`src/common/lmcb_pkg.sv`:
```
// landing module configuration bytes: offsets, fields, reset values, codes
// assumes a byte-wide edit port driven by the main controller's network agent
package lmcb_pkg;

    // ==========================================================
    // byte map, numbered from one
    localparam int LMCB_NUM_BYTES = 41;
    localparam int LMCB_USED_BYTES = 24;
    localparam int LMCB_BASE_BYTES = 12;
    localparam int LMCB_EXT_FIRST = 13;
    localparam int LMCB_EXT_DEPTH = 12;
    localparam logic [5:0] LMCB_BYTE_FLOOR = 6'h01;
    localparam logic [5:0] LMCB_BYTE_DOOR = 6'h02;
    localparam logic [5:0] LMCB_BYTE_BUS = 6'h03;
    localparam logic [5:0] LMCB_BYTE_HOST_SEL = 6'h04;
    localparam logic [5:0] LMCB_BYTE_VARIANT = 6'h05;
    localparam logic [5:0] LMCB_BYTE_CFG = 6'h06;
    localparam logic [5:0] LMCB_BYTE_IN_A = 6'h07;
    localparam logic [5:0] LMCB_BYTE_IN_B = 6'h08;
    localparam logic [5:0] LMCB_BYTE_OUT_FN = 6'h09;
    localparam logic [5:0] LMCB_BYTE_EXTRA_A = 6'h0a;
    localparam logic [5:0] LMCB_BYTE_EXTRA_B = 6'h0b;
    localparam logic [5:0] LMCB_BYTE_UNUSED = 6'h0c;
    localparam logic [5:0] LMCB_BYTE_EXT_LO = 6'h0d;
    localparam logic [5:0] LMCB_BYTE_EXT_HI = 6'h18;

    // ==========================================================
    // writable-bit masks, reserved bits stay zero
    localparam logic [7:0] LMCB_MASK_FLOOR = 8'h3f;
    localparam logic [7:0] LMCB_MASK_DOOR = 8'h03;
    localparam logic [7:0] LMCB_MASK_BUS = 8'h07;
    localparam logic [7:0] LMCB_MASK_HOST_SEL = 8'h77;
    localparam logic [7:0] LMCB_MASK_VARIANT = 8'h07;
    localparam logic [7:0] LMCB_MASK_CFG = 8'hcf;
    localparam logic [7:0] LMCB_MASK_IN = 8'h1f;
    localparam logic [7:0] LMCB_MASK_IN_SEL = 8'h3f;
    localparam logic [7:0] LMCB_DOOR_MAX = 8'h02;

    // ==========================================================
    // field positions
    localparam int LMCB_RIGHT_LSB = 4;
    localparam int LMCB_LEFT_LSB = 0;
    localparam int LMCB_CFG_CONFIGURED = 0;
    localparam int LMCB_CFG_LEFT_ONLY = 1;
    localparam int LMCB_CFG_ARROW_FORCED = 2;
    localparam int LMCB_CFG_ARROW_CONT = 3;
    localparam int LMCB_CFG_OCCUPIED = 6;
    localparam int LMCB_CFG_OPT_DIS = 7;
    localparam int LMCB_IN_REPEAT = 4;
    localparam int LMCB_IN_TARGET = 5;
    localparam int LMCB_OUT14_LSB = 0;
    localparam int LMCB_OUT7_LSB = 4;

    // ==========================================================
    // reset values
    localparam logic [7:0] LMCB_RESET_BYTE = 8'h00;

    // ==========================================================
    // input function codes
    localparam logic [3:0] LMCB_FN_FIRE_RECALL = 4'h2;
    localparam logic [3:0] LMCB_FN_LANDING_PRIO = 4'h3;
    localparam logic [3:0] LMCB_FN_REMOTE_OFF = 4'h4;
    localparam logic [3:0] LMCB_FN_FIRE_SEL = 4'h5;
    localparam logic [3:0] LMCB_FN_REMOTE_OFF_SEL = 4'h6;
    localparam logic [3:0] LMCB_FN_SMOKE = 4'h7;
    localparam logic [3:0] LMCB_FN_PRIO_SEL = 4'h9;
    localparam logic [3:0] LMCB_FN_SPECIAL = 4'ha;
    localparam logic [3:0] LMCB_FN_FIRE_RESET = 4'hb;
    localparam logic [3:0] LMCB_FN_PRIO_SUPER = 4'hc;
    localparam logic [3:0] LMCB_FN_PRIO_SUPER_SEL = 4'hd;

    // ==========================================================
    // read pipeline: request, fetch, present
    localparam int LMCB_READ_LATENCY = 2;

endpackage

```
`src/common/lmcb_mem_if.sv`:
```
// link between the configuration core and its extended byte store
// assumes both ends run on the same clock
`timescale 1ns/1ps
interface lmcb_mem_if #(
    parameter int AW = 4
);
    logic ce;
    logic we;
    logic [AW-1:0] waddr;
    logic [7:0] wdata;
    logic [AW-1:0] raddr;
    logic [7:0] rdata;

    modport ctrl (
        output ce,
        output we,
        output waddr,
        output wdata,
        output raddr,
        input rdata
    );
    modport store (
        input ce,
        input we,
        input waddr,
        input wdata,
        input raddr,
        output rdata
    );
endinterface

```
`src/core/lmcb_core.sv`:
```
// landing module configuration byte store with restart-latched fields
// assumes the edit port is driven synchronously to clk by the network agent
`timescale 1ns/1ps
// Functional notes
// - 41 byte locations numbered from one; only first 24 influence behaviour.
// - bytes 13 to 24 exist only in the newer module version.
// - door, bus number and host selection take effect only after restart.
// - host selection bits 6:4 hold right host index; bit 7 zero.
// - host selection bits 2:0 hold left host index; bit 3 zero.
// - byte 05 holds the served host index for the extended variant.
// - config byte: configured, left-only, occupied indicator, option disable; 4,5 reserved.
// - config bit 2: arrow source, menu setting or forced arrow.
// - config bit 3: arrow shows direction or onward continuation.
// - bytes 07/08: function code, repeated reporting, reserved upper bits.
// - input function codes 2-7, 9, a-d with their meanings.
// - selective remote shutdown: bit 5 picks left or right host.
// - special function: extra byte holds the special function number.
// - byte 09: low nibble output pin 14, high nibble output pin 7.
// - after host change the module leaves the old host's module list; the core only latches the new host selection at restart.
module lmcb_core
    import lmcb_pkg::*;
#(
    parameter bit NEWER_VERSION = 1'b1
)(
    input wire logic clk,
    input wire logic rst,
    input wire logic ce,
    input wire logic cold_restart,
    input wire logic edit_wr,
    input wire logic edit_rd,
    input wire logic [5:0] edit_byte,
    input wire logic [7:0] edit_wdata,
    output logic [7:0] edit_rdata,
    output logic edit_rvalid,
    output logic [5:0] floor_number,
    output logic [1:0] door_letter,
    output logic [2:0] bus_number,
    output logic [2:0] left_host_field,
    output logic [2:0] right_host_field,
    output logic [2:0] variant_host,
    output logic restart_pending,
    output logic configured,
    output logic left_host_only,
    output logic arrow_forced,
    output logic arrow_continue,
    output logic occupied_enable,
    output logic option_disabled,
    output logic [1:0][3:0] input_function,
    output logic [1:0] input_function_valid,
    output logic [1:0] repeated_input_reporting,
    output logic [1:0] shutdown_target_right,
    output logic [1:0][7:0] host_mask_bits,
    output logic [1:0][7:0] special_function_number,
    output logic [3:0] output_pin14_function,
    output logic [3:0] output_pin7_function
);
    // ==========================================================
    // state
    typedef struct packed {
        logic [LMCB_BASE_BYTES-1:0][7:0] bytes;
        logic [1:0] door_act;
        logic [2:0] bus_act;
        logic [7:0] host_act;
        logic [2:0] variant_act;
        logic [1:0] rd_pipe;
        logic rd_from_mem;
        logic [7:0] rd_low;
        logic [7:0] rdata;
        logic [1:0][3:0] fn;
        logic [1:0] fn_valid;
        logic [1:0] rep;
        logic [1:0] target;
        logic [1:0][7:0] mask;
        logic [1:0][7:0] special;
    } lmcb_core_st_t;

    lmcb_core_st_t st_reg;
    lmcb_core_st_t st_next;

    lmcb_mem_if #(.AW(4)) mem_bus ();

    logic in_ext;
    logic [3:0] ext_index;
    logic [7:0] wmask;
    logic wr_ok;

    // ==========================================================
    // decode of the edited byte
    always_comb
    begin
        in_ext = NEWER_VERSION && (edit_byte >= LMCB_BYTE_EXT_LO)
            && (edit_byte <= LMCB_BYTE_EXT_HI);
        ext_index = 4'(edit_byte - LMCB_BYTE_EXT_LO);
        wr_ok = 1'b1;
        if (edit_byte == LMCB_BYTE_FLOOR)
        begin
            wmask = LMCB_MASK_FLOOR;
        end
        else if (edit_byte == LMCB_BYTE_DOOR)
        begin
            wmask = LMCB_MASK_DOOR;
            // letters beyond C are not kept
            wr_ok = (edit_wdata <= LMCB_DOOR_MAX);
        end
        else if (edit_byte == LMCB_BYTE_BUS)
        begin
            wmask = LMCB_MASK_BUS;
        end
        else if (edit_byte == LMCB_BYTE_HOST_SEL)
        begin
            wmask = LMCB_MASK_HOST_SEL;
        end
        else if (edit_byte == LMCB_BYTE_VARIANT)
        begin
            wmask = LMCB_MASK_VARIANT;
        end
        else if (edit_byte == LMCB_BYTE_CFG)
        begin
            wmask = LMCB_MASK_CFG;
        end
        else if ((edit_byte == LMCB_BYTE_IN_A) || (edit_byte == LMCB_BYTE_IN_B))
        begin
            // bit 5 only means something for the selective shutdown code
            wmask = (edit_wdata[3:0] == LMCB_FN_REMOTE_OFF_SEL)
                ? LMCB_MASK_IN_SEL : LMCB_MASK_IN;
        end
        else if ((edit_byte == LMCB_BYTE_OUT_FN) || (edit_byte == LMCB_BYTE_EXTRA_A)
            || (edit_byte == LMCB_BYTE_EXTRA_B))
        begin
            wmask = 8'hff;
        end
        else
        begin
            wmask = 8'h00;
            wr_ok = 1'b0;
        end
    end

    // ==========================================================
    // next state
    always_comb
    begin
        st_next = st_reg;

        // ----- edits take effect at once in the store
        if (edit_wr && wr_ok && (edit_byte >= LMCB_BYTE_FLOOR)
            && (edit_byte <= LMCB_BYTE_UNUSED))
        begin
            st_next.bytes[4'(edit_byte - LMCB_BYTE_FLOOR)] = edit_wdata & wmask;
        end

        // ----- restart-latched copies; writes alone never reach them
        if (cold_restart)
        begin
            st_next.door_act = st_reg.bytes[4'(LMCB_BYTE_DOOR - LMCB_BYTE_FLOOR)][1:0];
            st_next.bus_act = st_reg.bytes[4'(LMCB_BYTE_BUS - LMCB_BYTE_FLOOR)][2:0];
            st_next.host_act = st_reg.bytes[4'(LMCB_BYTE_HOST_SEL - LMCB_BYTE_FLOOR)];
            st_next.variant_act = st_reg.bytes[4'(LMCB_BYTE_VARIANT - LMCB_BYTE_FLOOR)][2:0];
        end

        // ----- read pipeline, fixed two-cycle latency
        st_next.rd_pipe = {st_reg.rd_pipe[0], edit_rd};
        if (edit_rd)
        begin
            st_next.rd_from_mem = in_ext;
            st_next.rd_low = ((edit_byte >= LMCB_BYTE_FLOOR) && (edit_byte < LMCB_BYTE_UNUSED))
                ? st_reg.bytes[4'(edit_byte - LMCB_BYTE_FLOOR)] : 8'h00;
        end
        if (st_reg.rd_pipe[0])
        begin
            st_next.rdata = st_reg.rd_from_mem ? mem_bus.rdata : st_reg.rd_low;
        end

        // ----- per-input function decode
        for (int i = 0; i < 2; i++)
        begin
            logic [7:0] cfg;
            logic [7:0] extra;
            cfg = st_reg.bytes[4'(LMCB_BYTE_IN_A - LMCB_BYTE_FLOOR) + 4'(i)];
            extra = st_reg.bytes[4'(LMCB_BYTE_EXTRA_A - LMCB_BYTE_FLOOR) + 4'(i)];
            st_next.fn[i] = cfg[3:0];
            st_next.rep[i] = cfg[LMCB_IN_REPEAT];
            st_next.fn_valid[i] = cfg[3:0] inside {LMCB_FN_FIRE_RECALL, LMCB_FN_LANDING_PRIO,
                LMCB_FN_REMOTE_OFF, LMCB_FN_FIRE_SEL, LMCB_FN_REMOTE_OFF_SEL, LMCB_FN_SMOKE,
                LMCB_FN_PRIO_SEL, LMCB_FN_SPECIAL, LMCB_FN_FIRE_RESET, LMCB_FN_PRIO_SUPER,
                LMCB_FN_PRIO_SUPER_SEL};
            st_next.target[i] = (cfg[3:0] == LMCB_FN_REMOTE_OFF_SEL)
                && cfg[LMCB_IN_TARGET];
            st_next.mask[i] = ((cfg[3:0] == LMCB_FN_PRIO_SEL)
                || (cfg[3:0] == LMCB_FN_PRIO_SUPER_SEL)) ? extra : 8'h00;
            st_next.special[i] = (cfg[3:0] == LMCB_FN_SPECIAL) ? extra : 8'h00;
        end
    end

    // ==========================================================
    // registers; reset wins over the clock enable
    always_ff @(posedge clk)
    begin
        if (rst)
        begin
            st_reg <= '0;
        end
        else if (ce)
        begin
            st_reg <= st_next;
        end
    end

    // ==========================================================
    // extended store, absent bytes read zero on older builds
    assign mem_bus.ce = ce;
    assign mem_bus.we = edit_wr && in_ext;
    assign mem_bus.waddr = ext_index;
    assign mem_bus.wdata = edit_wdata;
    assign mem_bus.raddr = in_ext ? ext_index : 4'hf;

    lmcb_ext_mem #(
        .DEPTH(LMCB_EXT_DEPTH),
        .AW(4)
    ) u_ext_mem (
        .clk(clk),
        .rst(rst),
        .mem(mem_bus.store)
    );

    // ==========================================================
    // outputs
    assign edit_rdata = st_reg.rdata;
    assign edit_rvalid = st_reg.rd_pipe[1];
    assign floor_number = st_reg.bytes[0][5:0];
    assign door_letter = st_reg.door_act;
    assign bus_number = st_reg.bus_act;
    // only the restart-latched copy names the hosts this module reports to
    assign left_host_field = st_reg.host_act[LMCB_LEFT_LSB +: 3];
    assign right_host_field = st_reg.host_act[LMCB_RIGHT_LSB +: 3];
    assign variant_host = st_reg.variant_act;
    assign restart_pending =
        (st_reg.bytes[4'(LMCB_BYTE_HOST_SEL - LMCB_BYTE_FLOOR)] != st_reg.host_act)
        || (st_reg.bytes[4'(LMCB_BYTE_DOOR - LMCB_BYTE_FLOOR)][1:0] != st_reg.door_act)
        || (st_reg.bytes[4'(LMCB_BYTE_BUS - LMCB_BYTE_FLOOR)][2:0] != st_reg.bus_act)
        || (st_reg.bytes[4'(LMCB_BYTE_VARIANT - LMCB_BYTE_FLOOR)][2:0]
            != st_reg.variant_act);
    assign configured = st_reg.bytes[5][LMCB_CFG_CONFIGURED];
    assign left_host_only = st_reg.bytes[5][LMCB_CFG_LEFT_ONLY];
    assign arrow_forced = st_reg.bytes[5][LMCB_CFG_ARROW_FORCED];
    assign arrow_continue = st_reg.bytes[5][LMCB_CFG_ARROW_CONT];
    assign occupied_enable = st_reg.bytes[5][LMCB_CFG_OCCUPIED];
    assign option_disabled = st_reg.bytes[5][LMCB_CFG_OPT_DIS];
    assign input_function = st_reg.fn;
    assign input_function_valid = st_reg.fn_valid;
    assign repeated_input_reporting = st_reg.rep;
    assign shutdown_target_right = st_reg.target;
    assign host_mask_bits = st_reg.mask;
    assign special_function_number = st_reg.special;
    assign output_pin14_function = st_reg.bytes[8][LMCB_OUT14_LSB +: 4];
    assign output_pin7_function = st_reg.bytes[8][LMCB_OUT7_LSB +: 4];
endmodule // lmcb_core

```
`src/core/lmcb_ext_mem.sv`:
```
// small byte store for the extended configuration locations
// assumes synchronous active-high reset; read data arrive one cycle later
`timescale 1ns/1ps
module lmcb_ext_mem
    import lmcb_pkg::*;
#(
    parameter int DEPTH = LMCB_EXT_DEPTH,
    parameter int AW = 4
)(
    input wire logic clk,
    input wire logic rst,
    lmcb_mem_if.store mem
);
    typedef struct packed {
        logic [DEPTH-1:0][7:0] cells;
        logic [7:0] rdata;
    } lmcb_mem_st_t;

    lmcb_mem_st_t st_reg;
    lmcb_mem_st_t st_next;

    // ==========================================================
    // storage and registered read port
    always_comb
    begin
        st_next = st_reg;
        if (mem.we && (int'(mem.waddr) < DEPTH))
        begin
            st_next.cells[mem.waddr] = mem.wdata;
        end
        st_next.rdata = (int'(mem.raddr) < DEPTH) ? st_reg.cells[mem.raddr] : 8'h00;
    end

    always_ff @(posedge clk)
    begin
        if (rst)
        begin
            st_reg <= '0;
        end
        else if (mem.ce)
        begin
            st_reg <= st_next;
        end
    end

    assign mem.rdata = st_reg.rdata;
endmodule // lmcb_ext_mem
```
`config.mk`:
```
export PLATFORM = sky130hd
export DESIGN_NAME = lmcb_core
export DESIGN_NICKNAME = d
export VERILOG_FILES = /design/src/common/lmcb_pkg.sv /design/src/common/lmcb_mem_if.sv /design/src/core/lmcb_core.sv /design/src/core/lmcb_ext_mem.sv
export SDC_FILE = /design/constraint.sdc
export NUM_CORES = 1
export LEC_CHECK = 0
export BUFFER_PORTS_ARGS = -buffer_cell sky130_fd_sc_hd__buf_2
export CELL_PAD_IN_SITES_DETAIL_PLACEMENT = 0
export CELL_PAD_IN_SITES_GLOBAL_PLACEMENT = 1
export CORE_UTILIZATION = 46
export CTS_CLUSTER_DIAMETER = 60
export DETAILED_ROUTE_END_ITERATION = 6
export HOLD_SLACK_MARGIN = 0.08
export PLACE_DENSITY = 0.8
export SYNTH_ARGS = -nofsm -noshare
export SYNTH_HDL_FRONTEND = slang
export SYNTH_SLANG_ARGS = --single-unit
```
`constraint.sdc`:
```
create_clock -name clk -period 3.1 [get_ports clk]
set_input_delay 0.155 -clock clk [delete_from_list [all_inputs] [get_ports clk]]
set_output_delay 0.155 -clock clk [all_outputs]
set_load 0.005 [all_outputs]
```
==> metrics.txt <==
sequential share of power=0.466; worst slack, placed=294.0 ps; TNS Setup=0 ps; largest net degree at the start of global routing=between 70 and 80; critical path's slowest cell=and4_1; placed cell count=1805; arrival time worst endpoint=~3200 ps; IO buf count=109; Chip Width=about 170 um; crit path cell chain=dlygate4sd3_1 -> buf_2 -> or4_1 -> o2111a_2 -> nor3_4 -> and4_1 -> mux2i_1 -> nor2_1; Pint=5.933 mW; worst hold path type=in2reg; adder-cell area share of the yosys netlist=0.004771; status=complete, no violations; Crit Reg-Reg Endpoint=special_function_number[0]; syn_nets=1486; Setup CP Type=in2reg; vias=10680; Total Wirelength=37860 um; drt pass-1 iters=5; YS warnings=0; hold slack=94.81 ps; largest family of logic cells by synthesized area=compound AO/OA/AOI/OAI gates; Global Route Usage Sum=0.2574; drc violations=0; CP Capture Point=output_pin14_function[1]; clock buffer depth=3; root buffer cell=clkbuf_16; post-synthesis sequential area ratio=0.4290; required time of the critical path=3520 ps; max reg flops=96; Critical Path Start=edit_wdata[5]; Pwr Total=7.805 mW; Num CTS Buffers=30; setup slack after layout=~290 ps; CTS tree=yes; PwrDens=roughly 540 mW/mm2; Hold Fails Final Rpt=0; initial drt markers=between 900 and 1000; startpoint types=input port; Layout Cells excl Fill=1866; first-pass GRT wire length=about 58000 um; cell taking the most area after synthesis=dfxtp_1; DR vias/cell=5.725; dpl hpwl=about 25000 um; Worst Reg-to-Reg Cells=4; crit-path max cell delay=about 600 ps; die span in y=170.8 um; fmax=355.8 MHz; vias in the first global route=9952; top cells by area, synth=dfxtp_1, mux2i_1, mux4_2, o21ai_0, nor2_1; RSZ-0062 raised after global routing=no; # IOs=110; Worst-Skew Late Latency=560 ps; Cell variety after synth=68; leak pwr=5.545 nW; initial antenna violation count=3; Mapped Cells=approximately 1500; Critical Path End Type=flop; Finished Cell Area=approximately 0.014 mm2; WL/cell=approximately 20 um; Switch Pwr=1.872 mW; CP Max Fanout=14; Comb power frac=0.069; Yosys top cell area share=0.4290; R2R Path Start=st_next[41]; fin crit period=roughly 2800 ps; Routed Antenna Nets=0; mux cell area share after synthesis=0.1483; Crit path buffers/inverters=2; Filler cells=2618; fin crit share=0.9066; Placed Area=between 0.01 and 0.015 mm2; Area growth, synth to finish=10.57%; Core Area=0.02793 mm2; sw frac=0.2398; Seq cells post-synth=about 280; # setup viols final=0; clock slew at the register clock pins of the worst setup and hold paths=around 60 ps; Rows=between 60 and 70; Sink Count=281; final-report max-slew violation count=0; Max-slew headroom=0.2099; nets=1488; H-tree depth=1; Max VDD drop=about 0.44 mV; Post-Synth XOR/XNOR Area=0.01470; Initial Util=0.4694; Post-Synthesis Cell Area=0.01311 mm2; Post-synth ARST share=0; Core Util, Final=0.5190; mean area per synthesized cell=8.974 um2; Synth Flop Type=dfxtp_1; Final GP Congestion=0.8421; Simple-Gate Fraction of Synth Area=0.1588; full die area=a little under 0.03 mm2; grt total ovfl=0; Worst path depth=8; clock network power share=0.465; layout cell share with drive strength beyond 1=0.1871; actual slew at the worst max-slew pin=1177 ps; maxcap violations=0; reg2reg setup slack=1380 ps; Synth Area in Compound Gates=0.1643; clk_skew=14.20 ps; EDFF count, synth=0; kind of cell adding the most delay to the critical path=simple AND/OR/NAND/NOR gates
[synthesized netlist by cell type (all sizes together), types with 2 or more instances]
cell and n:
nand2b 16, o221ai 13, and2 12, nor2b 5, a21oi 124, nor2 172
a211oi 11, nand3 12, o21ai 136, nor3 11, o21a 2, a32oi 6
and4 3, xor2 17, buf 96, nor4 8, a31oi 8, a311oi 4
o22ai 2, ha 5, mux4 31, inv 6, a22o 3, clkbuf 90
xnor2 5, o211ai 2, nand4 8, or2 2, a22oi 33, a21o 6
or4 2, dfxtp 281, mux2i 102, nand2 154, nand3b 23, o2111a 2
nor3b 7, o21ba 2, o32ai 3, and3 2, mux2 20
[power by group through the flow]
stage | sequential (mW) | clock [mW] | combinational [mW]
finish | 3.64 | 3.63 | 0.536
global route | 3.64 | 3.87 | 0.571
CTS | 3.64 | 3.69 | 0.528
detailed placement | 3.72 | 0 | 0.522
global placement | 3.72 | 0 | 0.522
floorplan | 3.71 | 0 | 0.351
[placed cells by master (no fill, tap or decap), types with 4 or more instances in the layout]
cell type and instances:
dfxtp_1 281, nor2_1 171, nand2_1 154, o21ai_0 135
a21oi_1 124, buf_2 107, mux2i_1 102, buf_4 44
a22oi_1 33, mux4_2 31, clkbuf_16 31, nand3b_1 23
mux2_2 20, xor2_1 17, nand2b_1 16, o221ai_1 13
and2_1 11, a211oi_1 11, clkinv_2 10, nand3_1 9
nor3_1 9, a31oi_1 8, clkbuf_8 8, nor4_1 6
a21o_1 6, a32oi_1 6, inv_1 5, nand4_1 5
xnor2_1 5, nor2b_1 5, nor3b_1 5, a311oi_1 4
ha_1 4, dlygate4sd3_1 4
[kinds of logic after synthesis]
logic type	count (synthesis)
and+or+nand+nor	441
buffers and inverters	192
DFF	281
xor gates and xnor gates	22
muxes	153
adders and majority gates	5
AOI/OAI and AO/OA	367
[layout make-up]
class,count,area (um2),share of cell area
repair buffers,156,919.6,0.06343
well taps,378,473.0,0.03262
clock inverters,15,133.9,0.009234
clock buffers,40,879.6,0.06067
inverters,6,22.52,0.001553
diodes,2,5.005,0.0003452
flip-flops and latches,281,5625,0.3880
multi-input cells,988,6439,0.4441
[worst reg2reg max path: cells and delay by family, from the launching register on]
kind / cells / cell delay (ps)
simple gates: 3 / 1060
compound gates: 1 / 170
flops: 1 / 440
[per-layer routing]
layer,wire [um],vias up,global-route usage
met5,13,-,0
met1,17630,5106,0.3745
met3,3068,64,0.05135
li1,-,5090,-
met4,822,2,0.07415
met2,16320,421,0.3831
[worst min path at each step]
stage	from	endpoint	cells after the start
floorplan	edit_wdata[7]	u_ext_mem.st_reg[63]	2
global placement	st_next[64]	st_next[64]	2
detailed placement	st_next[64]	st_next[64]	2
CTS	edit_wdata[4]	u_ext_mem.st_reg[76]	4
global route	edit_wdata[4]	u_ext_mem.st_reg[92]	4
finish	edit_wdata[4]	u_ext_mem.st_reg[44]	4
[repair_timing]
item | 4_1_cts | 5_1_grt
resized for setup | 0 | 0
setup buffers | 0 | 0
hold buffers | 4 | 0
hold endpoints to repair | 30 | 0
No activity file was read; power rests on OpenSTA's default activity.
